`config.mk`:
```
export PLATFORM = sky130hd
export DESIGN_NAME = edmmc_top
export DESIGN_NICKNAME = d
export VERILOG_FILES = /design/src/inc/edmmc_pkg.sv /design/src/hdl/edmmc_seq.sv /design/src/hdl/edmmc_top.sv
export SDC_FILE = /design/constraint.sdc
export NUM_CORES = 1
export LEC_CHECK = 0
export ABC_AREA = 0
export BUFFER_PORTS_ARGS = -buffer_cell sky130_fd_sc_hd__clkbuf_2
export CORE_MARGIN = 2
export CORE_UTILIZATION = 46
export DETAILED_ROUTE_END_ITERATION = 10
export GPL_ROUTABILITY_DRIVEN = 0
export HOLD_SLACK_MARGIN = 0.02
export PLACE_DENSITY = 0.69
export SYNTH_ARGS = -nofsm -noshare
export SYNTH_HDL_FRONTEND = slang
export SYNTH_SLANG_ARGS = --single-unit
export TNS_END_PERCENT = 1
```
`constraint.sdc`:
```
create_clock -name clk -period 9.6 [get_ports clk]
set_input_delay 0.96 -clock clk [delete_from_list [all_inputs] [get_ports clk]]
set_output_delay 0.96 -clock clk [all_outputs]
set_load 0.1 [all_outputs]
```
`src/inc/edmmc_pkg.sv`:
```
// Constants, layouts and helpers for the data-move memory control block
package edmmc_pkg;

    // Special-function register addresses
    localparam logic [7:0] ADDR_STRETCH  = 8'h8E;
    localparam logic [7:0] ADDR_PERMIT   = 8'h8F;
    localparam logic [7:0] ADDR_PAGE     = 8'h92;
    localparam logic [7:0] ADDR_CFG_ADDR = 8'h93;
    localparam logic [7:0] ADDR_CFG_DATA = 8'h94;
    localparam logic [7:0] ADDR_MAP_BP   = 8'h95;

    // Reset values
    localparam logic [7:0] RST_STRETCH  = 8'h01;
    localparam logic [7:0] RST_PERMIT   = 8'h00;
    localparam logic [7:0] RST_PAGE     = 8'h00;
    localparam logic [7:0] RST_CFG_ADDR = 8'h00;
    localparam logic [7:0] RST_CFG_DATA = 8'h00;
    localparam logic [7:0] RST_MAP_BP   = 8'h00;

    // Field positions
    localparam int STRETCH_LSB = 0;
    localparam int STRETCH_W   = 3;
    localparam int TDIV_LSB    = 3;
    localparam int TDIV_W      = 3;
    localparam int PERMIT_BIT  = 0;
    localparam int MAP_BIT     = 0;
    localparam int BP_BIT      = 7;

    // Timing in system clocks
    localparam int CLK_PER_INSTR    = 4;
    localparam int BASE_INSTR       = 2;
    localparam int STROBE_BASE_CLKS = 2;
    localparam int STROBE_STEP_CLKS = 4;
    localparam int STROBE_START_CLK = 4;
    localparam int CNT_W            = 6;

    // Extended SRAM windows and sizes
    localparam logic [15:0] SRAM_LO_BASE = 16'h0000;
    localparam logic [15:0] SRAM_HI_BASE = 16'h8400;
    localparam int          SRAM_BYTES   = 1024;
    localparam int          CFG_BYTES    = 128;

    typedef enum {SEQ_IDLE, SEQ_RUN} edmmc_seq_state_type;

    function automatic logic [CNT_W-1:0] edmmc_strobe_width(
        input logic [STRETCH_W-1:0] s);
        if (s == 3'h0)
        begin
            return CNT_W'(STROBE_BASE_CLKS);
        end
        return CNT_W'(STROBE_STEP_CLKS * int'(s));
    endfunction : edmmc_strobe_width

    function automatic logic [CNT_W-1:0] edmmc_move_clks(
        input logic [STRETCH_W-1:0] s);
        return CNT_W'(CLK_PER_INSTR * (BASE_INSTR + int'(s)));
    endfunction : edmmc_move_clks

endpackage : edmmc_pkg

```
`src/hdl/edmmc_seq.sv`:
```
// Data-move timing sequencer: instruction length and read/write strobes
module edmmc_seq
    import edmmc_pkg::*;
(
    input  wire logic                 clk,
    input  wire logic                 arst_n,
    input  wire logic                 start,
    input  wire logic                 external,
    input  wire logic                 we,
    input  wire logic [STRETCH_W-1:0] stretch,
    output logic                      busy,
    output logic                      done_q,
    output logic                      sample_q,
    output logic                      rd_n_q,
    output logic                      wr_n_q
);

    edmmc_seq_state_type st_q, st_d;
    logic [CNT_W-1:0] cnt_q, cnt_d, len_q, len_d, wid_q, wid_d;
    logic             ext_q, ext_d, we_q, we_d;
    logic             done_d, sample_d, rd_n_d, wr_n_d, strobe;

    assign busy = (st_q == SEQ_RUN);

    ////////////////////////////////////////////////////////////////////////
    always_comb
    begin
        st_d   = st_q;
        cnt_d  = cnt_q;
        len_d  = len_q;
        wid_d  = wid_q;
        ext_d  = ext_q;
        we_d   = we_q;
        done_d = 1'b0;
        case (st_q)
            SEQ_IDLE:
            begin
                if (start)
                begin
                    st_d  = SEQ_RUN;
                    cnt_d = '0;
                    ext_d = external;
                    we_d  = we;
                    // Internal moves never stretch
                    len_d = external ? edmmc_move_clks(stretch)
                                     : edmmc_move_clks(3'h0);
                    wid_d = edmmc_strobe_width(stretch);
                end
            end
            SEQ_RUN:
            begin
                cnt_d = cnt_q + 6'h01;
                if (cnt_q == len_q - 6'h01)
                begin
                    st_d   = SEQ_IDLE;
                    done_d = 1'b1;
                end
            end
            default:
            begin
                st_d = SEQ_IDLE;
            end
        endcase
        strobe = (st_d == SEQ_RUN) && ext_d
              && (cnt_d >= CNT_W'(STROBE_START_CLK))
              && (cnt_d < CNT_W'(STROBE_START_CLK) + wid_d);
        rd_n_d   = !(strobe && !we_d);
        wr_n_d   = !(strobe && we_d);
        sample_d = strobe && !we_d
                && (cnt_d == CNT_W'(STROBE_START_CLK) + wid_d - 6'h01);
    end

    always_ff @(posedge clk or negedge arst_n)
    begin
        if (!arst_n)
        begin
            st_q     <= SEQ_IDLE;
            cnt_q    <= '0;
            len_q    <= '0;
            wid_q    <= '0;
            ext_q    <= 1'b0;
            we_q     <= 1'b0;
            done_q   <= 1'b0;
            sample_q <= 1'b0;
            rd_n_q   <= 1'b1;
            wr_n_q   <= 1'b1;
        end
        else
        begin
            st_q     <= st_d;
            cnt_q    <= cnt_d;
            len_q    <= len_d;
            wid_q    <= wid_d;
            ext_q    <= ext_d;
            we_q     <= we_d;
            done_q   <= done_d;
            sample_q <= sample_d;
            rd_n_q   <= rd_n_d;
            wr_n_q   <= wr_n_d;
        end
    end

endmodule : edmmc_seq

```
`src/hdl/edmmc_top.sv`:
```
// Data-move memory control: SFRs, address routing and strobe stretching
module edmmc_top
    import edmmc_pkg::*;
#(
    parameter int XSRAM_BYTES = SRAM_BYTES,
    parameter int CFG_DEPTH   = CFG_BYTES
)
(
    input  wire logic        clk,
    input  wire logic        arst_n,
    input  wire logic [7:0]  sfr_addr,
    input  wire logic        sfr_wr,
    input  wire logic        sfr_rd,
    input  wire logic [7:0]  sfr_wdata,
    output logic      [7:0]  sfr_rdata_q,
    input  wire logic        xmove_req,
    input  wire logic        xmove_we,
    input  wire logic        xmove_ri,
    input  wire logic        xmove_flash,
    input  wire logic [7:0]  xmove_ri_lo,
    input  wire logic [15:0] xmove_dptr,
    input  wire logic [7:0]  xmove_wdata,
    output logic             xmove_busy_q,
    output logic             xmove_done,
    output logic      [7:0]  xmove_rdata_q,
    output logic      [15:0] mem_addr_q,
    output logic      [7:0]  mem_wdata_q,
    output logic             ext_rd_n,
    output logic             ext_wr_n,
    input  wire logic [7:0]  ext_data_i,
    output logic             ext_data_oe_q,
    input  wire logic        p2_ext_mode,
    input  wire logic [7:0]  p2_latch,
    output logic      [7:0]  p2_out_q,
    output logic             xsram_en_q,
    output logic             xsram_we_q,
    input  wire logic [7:0]  xsram_rdata,
    output logic             sram_map_select_q,
    output logic             flash_wr_stb_q,
    input  wire logic        program_memory_lock,
    input  wire logic        reset_sector_lock,
    output logic      [6:0]  cfg_addr_q,
    input  wire logic [7:0]  cfg_rdata,
    output logic             breakpoint_select_q,
    input  wire logic        bp_event,
    input  wire logic        bp_event_src
);

    if (XSRAM_BYTES > SRAM_BYTES || (XSRAM_BYTES & (XSRAM_BYTES - 1)) != 0
        || CFG_DEPTH > CFG_BYTES || CFG_DEPTH < 2)
    begin : g_bad_param
        $error("edmmc_top: unsupported memory size parameter");
    end

    ////////////////////////////////////////////////////////////////////////
    // Register group
    logic [STRETCH_W-1:0] stretch_q, stretch_d;
    logic [TDIV_W-1:0]    tdiv_q, tdiv_d;
    logic                 permit_q, permit_d, map_d, breakpoint_select_d;
    logic                 bp_src_q, bp_src_d;
    logic [7:0]           page_q, page_d, rdata_d;
    logic [6:0]           cfg_addr_d;
    logic [7:0]           cfg_data_q;

    always_comb
    begin
        stretch_d  = stretch_q;
        tdiv_d     = tdiv_q;
        permit_d   = permit_q;
        page_d     = page_q;
        cfg_addr_d = cfg_addr_q;
        map_d      = sram_map_select_q;
        breakpoint_select_d    = breakpoint_select_q;
        bp_src_d   = bp_event ? bp_event_src : bp_src_q;
        rdata_d    = sfr_rdata_q;
        if (sfr_wr)
        begin
            case (sfr_addr)
                ADDR_STRETCH:
                begin
                    stretch_d = sfr_wdata[STRETCH_LSB +: STRETCH_W];
                    tdiv_d    = sfr_wdata[TDIV_LSB +: TDIV_W];
                end
                ADDR_PERMIT:   permit_d   = sfr_wdata[PERMIT_BIT];
                ADDR_PAGE:     page_d     = sfr_wdata;
                ADDR_CFG_ADDR: cfg_addr_d = sfr_wdata[6:0];
                ADDR_MAP_BP:
                begin
                    map_d   = sfr_wdata[MAP_BIT];
                    breakpoint_select_d = sfr_wdata[BP_BIT];
                end
                default:       cfg_addr_d = cfg_addr_q;
            endcase
        end
        if (sfr_rd)
        begin
            rdata_d = 8'h00;
            case (sfr_addr)
                ADDR_STRETCH:
                begin
                    rdata_d[STRETCH_LSB +: STRETCH_W] = stretch_q;
                    rdata_d[TDIV_LSB +: TDIV_W]       = tdiv_q;
                end
                ADDR_PERMIT:   rdata_d[PERMIT_BIT] = permit_q;
                ADDR_PAGE:     rdata_d = page_q;
                ADDR_CFG_DATA: rdata_d = cfg_data_q;
                ADDR_MAP_BP:
                begin
                    rdata_d[MAP_BIT] = sram_map_select_q;
                    rdata_d[BP_BIT]  = bp_src_q;
                end
                default:       rdata_d = 8'h00;
            endcase
        end
    end

    always_ff @(posedge clk or negedge arst_n)
    begin
        if (!arst_n)
        begin
            stretch_q           <= RST_STRETCH[STRETCH_LSB +: STRETCH_W];
            tdiv_q              <= RST_STRETCH[TDIV_LSB +: TDIV_W];
            permit_q            <= RST_PERMIT[PERMIT_BIT];
            page_q              <= RST_PAGE;
            cfg_addr_q          <= RST_CFG_ADDR[6:0];
            cfg_data_q          <= RST_CFG_DATA;
            sram_map_select_q   <= RST_MAP_BP[MAP_BIT];
            breakpoint_select_q <= RST_MAP_BP[BP_BIT];
            bp_src_q            <= RST_MAP_BP[BP_BIT];
            sfr_rdata_q         <= 8'h00;
        end
        else
        begin
            stretch_q           <= stretch_d;
            tdiv_q              <= tdiv_d;
            permit_q            <= permit_d;
            page_q              <= page_d;
            cfg_addr_q          <= cfg_addr_d;
            cfg_data_q          <= cfg_rdata;
            sram_map_select_q   <= map_d;
            breakpoint_select_q <= breakpoint_select_d;
            bp_src_q            <= bp_src_d;
            sfr_rdata_q         <= rdata_d;
        end
    end

    ////////////////////////////////////////////////////////////////////////
    // Transfer group
    logic        take, in_sram, is_flash, wr_ok, ext_act_q, ext_act_d;
    logic        seq_busy, seq_sample;
    logic [15:0] addr, base;
    logic [15:0] addr_d;
    logic [7:0]  wdata_d, rd_d, p2_d;
    logic        oe_d, xen_d, xwe_d, fstb_d, busy_d;

    assign take  = xmove_req && !seq_busy;
    assign addr  = xmove_ri ? {page_q, xmove_ri_lo} : xmove_dptr;
    assign base  = sram_map_select_q ? SRAM_HI_BASE : SRAM_LO_BASE;
    assign in_sram = (addr - base) < 16'(XSRAM_BYTES);
    assign is_flash = xmove_we && xmove_flash && !in_sram;
    assign wr_ok = permit_q && !program_memory_lock
                && !reset_sector_lock;

    always_comb
    begin
        addr_d    = mem_addr_q;
        wdata_d   = mem_wdata_q;
        ext_act_d = ext_act_q;
        oe_d      = ext_data_oe_q;
        xen_d     = 1'b0;
        xwe_d     = 1'b0;
        fstb_d    = 1'b0;
        rd_d      = xmove_rdata_q;
        busy_d    = take || (seq_busy && !xmove_done);
        if (take)
        begin
            addr_d    = addr;
            wdata_d   = xmove_wdata;
            ext_act_d = !in_sram && !is_flash;
            oe_d      = ext_act_d && xmove_we;
            xen_d     = in_sram;
            xwe_d     = in_sram && xmove_we;
            fstb_d    = is_flash && wr_ok;
        end
        else if (xmove_done)
        begin
            ext_act_d = 1'b0;
            oe_d      = 1'b0;
        end
        if (seq_sample)
        begin
            rd_d = ext_data_i;
        end
        else if (xsram_en_q && !xsram_we_q)
        begin
            rd_d = xsram_rdata;
        end
        p2_d = (ext_act_d && p2_ext_mode) ? addr_d[15:8] : p2_latch;
    end

    always_ff @(posedge clk or negedge arst_n)
    begin
        if (!arst_n)
        begin
            mem_addr_q     <= 16'h0000;
            mem_wdata_q    <= 8'h00;
            ext_act_q      <= 1'b0;
            ext_data_oe_q  <= 1'b0;
            xsram_en_q     <= 1'b0;
            xsram_we_q     <= 1'b0;
            flash_wr_stb_q <= 1'b0;
            xmove_rdata_q  <= 8'h00;
            xmove_busy_q   <= 1'b0;
            p2_out_q       <= 8'hFF;
        end
        else
        begin
            mem_addr_q     <= addr_d;
            mem_wdata_q    <= wdata_d;
            ext_act_q      <= ext_act_d;
            ext_data_oe_q  <= oe_d;
            xsram_en_q     <= xen_d;
            xsram_we_q     <= xwe_d;
            flash_wr_stb_q <= fstb_d;
            xmove_rdata_q  <= rd_d;
            xmove_busy_q   <= busy_d;
            p2_out_q       <= p2_d;
        end
    end

    edmmc_seq u_seq (
        .clk      (clk),
        .arst_n   (arst_n),
        .start    (take),
        .external (!in_sram && !is_flash),
        .we       (xmove_we),
        .stretch  (stretch_q),
        .busy     (seq_busy),
        .done_q   (xmove_done),
        .sample_q (seq_sample),
        .rd_n_q   (ext_rd_n),
        .wr_n_q   (ext_wr_n)
    );

    ////////////////////////////////////////////////////////////////////////
    // Checks
    logic [CNT_W-1:0]     low_cnt_q;
    logic [STRETCH_W-1:0] xs_q;

    always_ff @(posedge clk or negedge arst_n)
    begin
        if (!arst_n)
        begin
            low_cnt_q <= '0;
            xs_q      <= RST_STRETCH[STRETCH_LSB +: STRETCH_W];
        end
        else
        begin
            low_cnt_q <= (ext_rd_n && ext_wr_n) ? '0 : low_cnt_q + 6'h01;
            xs_q      <= take ? stretch_q : xs_q;
        end
    end

    property p_stretch_store;
        @(posedge clk) disable iff (!arst_n)
        sfr_wr && sfr_addr == ADDR_STRETCH
            |=> stretch_q == $past(sfr_wdata[2:0]);
    endproperty
    a_stretch_store: assert property (p_stretch_store)
        else $error("stretch code not stored");

    property p_strobe_width;
        @(posedge clk) disable iff (!arst_n)
        $rose(ext_rd_n && ext_wr_n) |-> low_cnt_q == edmmc_strobe_width(xs_q);
    endproperty
    a_strobe_width: assert property (p_strobe_width)
        else $error("strobe width wrong");

    property p_ext_len;
        @(posedge clk) disable iff (!arst_n)
        take && !in_sram && !is_flash && stretch_q == 3'h1 |-> ##13 xmove_done;
    endproperty
    a_ext_len: assert property (p_ext_len)
        else $error("external move length wrong at stretch 1");

    property p_int_len;
        @(posedge clk) disable iff (!arst_n)
        take && in_sram |-> ##9 xmove_done;
    endproperty
    a_int_len: assert property (p_int_len)
        else $error("internal move not two instruction cycles");

    property p_read_data;
        @(posedge clk) disable iff (!arst_n)
        seq_sample |=> xmove_rdata_q == $past(ext_data_i);
    endproperty
    a_read_data: assert property (p_read_data)
        else $error("external read data not captured");

    property p_flash_gate;
        @(posedge clk) disable iff (!arst_n)
        flash_wr_stb_q |-> $past(permit_q && !program_memory_lock
                                 && !reset_sector_lock);
    endproperty
    a_flash_gate: assert property (p_flash_gate)
        else $error("flash write not blocked");

    property p_page_hi;
        @(posedge clk) disable iff (!arst_n)
        take && xmove_ri |=> mem_addr_q[15:8] == $past(page_q);
    endproperty
    a_page_hi: assert property (p_page_hi)
        else $error("page byte not used");

    property p_cfg_read;
        @(posedge clk) disable iff (!arst_n)
        sfr_rd && sfr_addr == ADDR_CFG_DATA
            |=> sfr_rdata_q == $past(cfg_data_q);
    endproperty
    a_cfg_read: assert property (p_cfg_read)
        else $error("config data readback wrong");

    property p_sram_window;
        @(posedge clk) disable iff (!arst_n)
        xsram_en_q |-> mem_addr_q[15:10] == (sram_map_select_q ? 6'h21 : 6'h00);
    endproperty
    a_sram_window: assert property (p_sram_window)
        else $error("extended SRAM decoded outside window");

    property p_bp_src;
        @(posedge clk) disable iff (!arst_n)
        bp_event ##1 sfr_rd && sfr_addr == ADDR_MAP_BP
            |=> sfr_rdata_q[BP_BIT] == $past(bp_event_src, 2);
    endproperty
    a_bp_src: assert property (p_bp_src)
        else $error("breakpoint source not reported");

    property p_unused_zero;
        @(posedge clk) disable iff (!arst_n)
        sfr_rd && sfr_addr == ADDR_PERMIT |=> sfr_rdata_q[7:1] == 7'h00;
    endproperty
    a_unused_zero: assert property (p_unused_zero)
        else $error("unused bits not zero");

    c_max_stretch: cover property (@(posedge clk) disable iff (!arst_n)
        take && !in_sram && stretch_q == 3'h7);
    c_flash_block: cover property (@(posedge clk) disable iff (!arst_n)
        take && is_flash && !wr_ok);
    c_ri_ext: cover property (@(posedge clk) disable iff (!arst_n)
        take && xmove_ri && !in_sram);
    c_sram_hi: cover property (@(posedge clk) disable iff (!arst_n)
        take && in_sram && sram_map_select_q);

endmodule : edmmc_top

```
==> metrics.yaml, run 1 <==
critical_path:
  reg2reg_slack_ps: 5110
  arrival_ps: 4810
  cp_data_required_time_ps: 9920
  critPathMaxFanout: 14
  r2r-start: "u_seq.st_q[9]"
  reg2reg_to: "u_seq.sample_q"
  critPathKind: "flop to flop"
  crit_slowest_cell: "a2111oi_0"
  crit_family: "simple AND/OR/NAND/NOR gates"
  path_cells: "nor4_1, nand4_1, o31ai_1, nand2_1, ha_1, nand2b_1, a2111oi_0, nor2_1, ha_1, o21ai_0, a21oi_1, a2111oi_0, nand4_1, nor4_2"
  cp_num_buf_inv: 0
  cp_slowest_stage_delay_ps: 590
  r2r_cells: 14
  endpoint_kind: "flop"
  critPathLaunchType: "flop"
timing:
  worst_hold_slack_ps: 465
  drv_slew: 0
  tightest_slew_ps: 1080
  post-route-min-period_ps: 4490
  finalCritPeriodShare_pct: 46.7
  finalSetupTns_ps: 0
  max_freq_mhz: 223
  fin_worst_skew_ps: 8.46
  setup_viol: 0
  finalHoldViolations: 0
  rsz0062_at_grt: "false"
  slew_headroom_pct: 28.1
route:
  vias_per_cell: 5.23
  dr_total_vias: 4580
  drtIter0Drc: 292
  wire_per_inst_um: 15.8
  ant_nets: 0
  totalWireLength_mm: 13.8
  drc: 0
  firstDrtPassIters: 5
final_layout:
  synthToLayoutAreaGrowth_pct: 26.6
  antenna_cells: 0
  final_core_util_pct: 59.1
  final_cell_mix: "clkbuf_2 (156), dfrtp_1 (130), nand2_1 (47), mux2_2 (44), conb_1 (31)"
  fin_nets: 792
  mostFrequentLayoutCell: "clkbuf_2"
  drive_gt1_share_pct: 36.2
  fin_area_um2: 7730
global_route:
  grt_pass1_wl_mm: 23.1
  grtUsageTotal_pct: 20.8
  grt_max_degree: 89
  grt_pass1_vias: 4699
  gr-total-overflow: 0
  antenna_found_initial: 0
synth:
  synth_seq_cells: 141
  synthArstFlopShare_pct: 100
  ys_seq_area_share_pct: 58.0
  syn_inst: 501
  synth_edf_count: 0
  syn_area_um2: 6110
  yosysWarnings: 0
  yosysUniqueCellTypes: 59
  synth_ff_type: "dfrtp_1"
  synth_area_per_cell_um2: 12.2
power:
  cellInternalPower_mw: 1.07
  power_switching_mw: 0.553
  ir_drop_mv: 0.129
  power_density_nw_per_um2: 210
  power_frac_comb_pct: 19.8
  power.leakage_nw: 3.82
  clkPwrFrac_pct: 39.7
  seq_power_share_pct: 40.5
  switching_share_pct: 34.1
clock_network:
  postCtsHoldBufs: 0
  cts_resized: 0
  cts_setup_buffers: 0
  cts_buffer_depth: 2
  cts-htree-levels: 4
  cts_buffers: 17
  clk_pin_slew_ps: 60
  root_buffer: "clkbuf_16"
  cts_tree: "done"
  clock_latency_ps: 420
  cts_sinks: 141
placement:
  port_buffers: 157
  dp_hpwl_mm: 10.1
  dpl_cell_area_um2: 7140
job:
  cap_violations: 0
status:
  status: "finished clean"
min_path:
  min_path_type: "input pin to async pin"
floorplanning:
  core_um2: 13100
  row_count: 42
  die-area_um2: 14200
  ios: 158
  initial_utilization_pct: 46.7
  fp.dieW_um: 119
  die_h_um: 119
==> cell usage after synthesis, types with 2 or more instances <==
library cell  count  area [um2]
dfstp_2          11         289
a2111oi_0         2        17.5
nand3_1          10        50.1
a22o_1            3        26.3
o21a_1            3        22.5
nor2b_1           6        37.5
o22ai_1           5        31.3
nor3b_1           4        30.0
a222oi_1          7        70.1
nand4_1          10        62.6
nor4_2            5        62.6
a31oi_1           2        12.5
o41ai_1           3        26.3
nor2_1           18        67.6
o311ai_0          3        26.3
and2_1            5        31.3
o211ai_1          2        15.0
o21ai_0          30         150
nor4_1            5        31.3
inv_1            17        63.8
xor2_1            3        26.3
nand2b_1          8        50.1
or3_1             2        12.5
clkbuf_1         17        63.8
and3_1            4        25.0
a21oi_1           6        30.0
nand4b_1          3        26.3
nand2_1          47         176
a22oi_1           3        22.5
mux2_2           44         495
nor3_1            4        20.0
mux2i_1          26         260
buf_2             2        10.0
dfrtp_1         130        3250
and4_1            2        17.5
o31ai_1           6        45.0
ha_1             13         163
xnor2_1           9        78.8
==> metal layers <==
layer  routed length (um)  GRT usage (%)  vias to the layer above
li1                     -              -                     2175
met1                 6000           26.2                     2207
met2                 6640           34.1                      166
met5                    0              0                        -
met4                  397           9.97                        0
met3                  781           4.84                       32
==> power groups by stage <==
stage	logic, mW	clock network [mW]	registers [mW]
after global routing	0.337	0.684	0.663
after floorplan	0.0505	0	0.864
final	0.321	0.644	0.658
after detailed placement	0.322	0	0.669
after global placement	0.319	0	0.667
after CTS	0.323	0.659	0.658
==> worst max-delay path by stage <==
stage,endpoint,cells after the start,from
6_report,u_seq.sample_q,14,u_seq.st_q[9]
3_5_place_dp,u_seq.sample_q,14,u_seq.st_q[9]
4_1_cts,u_seq.sample_q,14,u_seq.st_q[9]
5_1_grt,u_seq.sample_q,14,u_seq.st_q[9]
2_1_floorplan,u_seq.sample_q,14,xmove_req
3_3_place_gp,u_seq.sample_q,14,xmove_req
==> state kept, by name, summed over array words and instances, names as in the netlist, 3 cells and up <==
signal,count
u_seq.st_q,32
mem_addr_q,16
cfg_data_q,8
mem_wdata_q,8
p2_out_q,8
page_q,8
sfr_rdata_q,8
xmove_rdata_q,8
cfg_addr_q,7
u_seq.cnt_q,6
u_seq.wid_q,6
u_seq.len_q,4
stretch_q,3
tdiv_q,3
==> final cells by class <==
type | instances | area, um2
clock buffer | 18 | 439
clock inverter | 14 | 151
fill | 1069 | 5350
inverter | 17 | 63.8
multi-input combinational | 351 | 2520
sequential | 141 | 3540
tap | 176 | 220
timing repair buffer | 158 | 800
==> kinds of logic after synthesis <==
logic type / Yosys count / synth area share, %
flip-flops: 141 / 58.0
XOR/XNOR: 13 / 2.09
AND/OR/NAND/NOR: 139 / 12.5
multiplexers: 70 / 12.4
AO/OA/AOI/OAI: 85 / 9.63
other: 1 / 0.0614
adder cells (fa/ha/maj): 13 / 2.66
buffers and inverters: 39 / 2.62
==> metrics by stage <==
step           instances  power (mW)  worst slack [ps]
4_1_cts              875        1.64              5140
6_report             875        1.62              5110
3_5_place_dp         843       0.991              5160
2_1_floorplan        531       0.914              5980
5_1_grt              875        1.68              4730
3_3_place_gp         843       0.986              5430
(Power assumes the default switching activity.)
==> run 2: changes to the inputs <==
Settings changed: ABC_AREA 0 to 1.
Clock period 9.6 ns to 4.5 ns, I/O delays scaled along.
==> run 2 against run 1 <==
Net effect: sequential share of layout area shrank 1.2 points; final area grew 2.6%; global-route usage shrank 1.2 points; clock power grew 100%; maximum frequency grew 45%; setup slack lost 3700 ps; die area grew 3.5%; critical endpoint unchanged; largest cell class unchanged; highest routed layer unchanged.
==> metrics.yaml, run 2 <==
synth:
  ys_seq_area_share_pct: 56.0
  synth.area.top_cells: "dfrtp_1 (51%), nand2_1 (12%), inv_1 (4.8%), dfstp_2 (4.6%), nor2_1 (4.1%)"
  synth_ff_type: "dfrtp_1"
  yosysUniqueCellTypes: 44
  syn_inst: 697
  synthArstFlopShare_pct: 100
  synth_compound_area_share_pct: 7.56
  yosysWarnings: 0
  synthXorXnorAreaFrac_pct: 0.415
  synth_edf_count: 0
  synthSimpleGateAreaFrac_pct: 24.1
  synth_area_per_cell_um2: 9.08
  yosysMostFrequentCell: "nand2_1"
  synth_top_cell_by_area: "dfrtp_1"
  synthMuxAreaShare_pct: 2.97
  synth_fa_ha_area_share_pct: 2.57
  syn_area_um2: 6330
  synth_top_family_by_area: "simple AND/OR/NAND/NOR gates"
  synthTopCellsByCount: "nand2_1 (198), dfrtp_1 (130), inv_1 (81)"
  synth_seq_cells: 141
  synth_top_cell_area_share_pct: 51.4
floorplanning:
  die_h_um: 121
  die-area_um2: 14700
  row_count: 42
  core_um2: 13300
  initial_utilization_pct: 47.4
  ios: 158
  fp.dieW_um: 121
timing:
  post-route-min-period_ps: 3100
  max_freq_mhz: 322
  finalCritPeriodShare_pct: 68.9
  rsz0062_at_grt: "false"
  slew_headroom_pct: 34.8
  tightest_slew_ps: 972
  finalSetupTns_ps: 0
  fin_worst_skew_ps: 10.4
  setup_viol: 0
  finalHoldViolations: 0
  setup_slack_ps: 1400
  worst_hold_slack_ps: 136
  drv_slew: 0
critical_path:
  arrival_ps: 3440
  critPathKind: "flop to flop"
  endpoint_kind: "flop"
  critPathLaunchType: "flop"
  path_common_cell: "nand2_1"
  crit_slowest_cell: "dfrtp_1"
  r2r_cells: 28
  cp_data_required_time_ps: 4840
  reg2reg_slack_ps: 1400
  critPathMaxFanout: 23
  cp_slowest_stage_delay_ps: 370
global_route:
  grtUsageMet3_pct: 4.79
  grt_pass1_vias: 4624
  grt_max_degree: 110
  antenna_found_initial: 0
  grt_pass1_wl_mm: 22.2
  use_met2_pct: 30.6
  gr-total-overflow: 0
  top_usage_layer: "met2"
  grtUsageTotal_pct: 19.7
  grt.met1_usage_pct: 26.3
route:
  drc: 0
  vias_per_cell: 4.67
  drtIter0Drc: 223
  firstDrtPassIters: 5
  wire_per_inst_um: 12.8
  ant_nets: 0
  totalWireLength_mm: 13.8
  dr_total_vias: 5033
final_layout:
  final_cell_mix: "nand2_1 (198), clkbuf_2 (156), dfrtp_1 (130), inv_1 (81), nor2_1 (69)"
  fillers: 1208
  antenna_cells: 0
  regMostFlops: "u_seq.st_q"
  fin_nets: 995
  mostFrequentLayoutCell: "nand2_1"
  top_regs: "u_seq.st_q: 32 flops, mem_addr_q: 16 flops"
  largest_reg_flops: 32
  final_core_util_pct: 59.4
  synthToLayoutAreaGrowth_pct: 25.4
  drive_gt1_share_pct: 26.8
clock_network:
  cts_tree: "done"
  postCtsHoldBufs: 0
  cts-htree-levels: 4
  cts_resized: 0
  root_buffer: "clkbuf_16"
  clk_pin_slew_ps: 60
  cts_sinks: 141
  cts_setup_buffers: 0
  cts_buffers: 17
  cts_buffer_depth: 2
  clock_latency_ps: 420
power:
  power_density_nw_per_um2: 426
  ir_drop_mv: 0.267
  total_power_mw: 3.38
  power.leakage_nw: 4.24
placement:
  dp_worst_setup_slack_ps: 1400
  port_buffers: 157
  dp_hpwl_mm: 10.4
status:
  status: "finished clean"
job:
  cap_violations: 0
min_path:
  min_path_type: "input pin to flop"
  holdPathStages: 1
-- run 2: cell count changes in the layout (fill, tap and decap cells not counted), moves of 8 or more --
cell / change
nor2_1: +51
nand2_1: +151
xnor2_1: -8
nand2b_1: -8
a31oi_1: +20
mux2i_1: -26
mux2_2: -38
inv_1: +64
mux2_4: +8
nand3_1: +21
-- run 2: path summary, 6_finish.rpt --
kind	from	endpoint
max	u_seq.st_q[3]	u_seq.sample_q
min	cfg_rdata[5]	cfg_data_q[5]
max reg2reg	u_seq.st_q[3]	u_seq.sample_q
min reg2reg	tdiv_q[1]	tdiv_q[1]
max in group asynchronous	arst_n	p2_out_q[6]
min in group asynchronous	arst_n	xmove_rdata_q[1]
-- run 2: final cells by class --
type                            count  area (um2)  area share (%)
Clock buffer                       26         499            6.29
Clock inverter                      6        63.8           0.804
Inverter                           82         308            3.88
Multi-Input combinational cell    488        2490            31.4
Sequential cell                   141        3540            44.6
Tap cell                          176         220            2.78
Timing Repair Buffer              159         807            10.2
-- run 2: critical path, delay by kind of cell, from the launching register on --
kind	cells	cell delay, ps
and+or+nand+nor	22	1830
AOI/OAI and AO/OA	2	240
DFF	1	370
adders and majority gates	1	220
buffers and inverters	3	340
-- run 2: stage by stage --
step,instance area (um2),std cells
floorplan,6440,727
global placement,7370,1046
detailed placement,7370,1046
CTS,7940,1078
global route,7940,1078
finish,7940,1078
-- run 2: report_power, final --
part,leakage [nW],switching (mW),internal (mW)
Sequential,1.70,0.0380,1.36
Combinational,2.27,0.553,0.120
Clock,0.271,0.497,0.817
-- run 2: cells by family (layout without fill, tap and decap cells) --
| kind of cell | Yosys count | in the layout |
|---|---|---|
| xor gates and xnor gates | 3 | 3 |
| and+or+nand+nor | 345 | 345 |
| adders and majority gates | 13 | 13 |
| muxes | 14 | 14 |
| other | 1 | 31 |
| buffers and inverters | 98 | 273 |
| DFF | 141 | 141 |
| AOI/OAI and AO/OA | 82 | 82 |
-- run 2: per-layer routing --
metal	share of wire, %	vias to the layer above
li1	-	2585
met1	46	2275
met2	46	158
met3	6.0	15
met4	1.6	0
met5	0	-
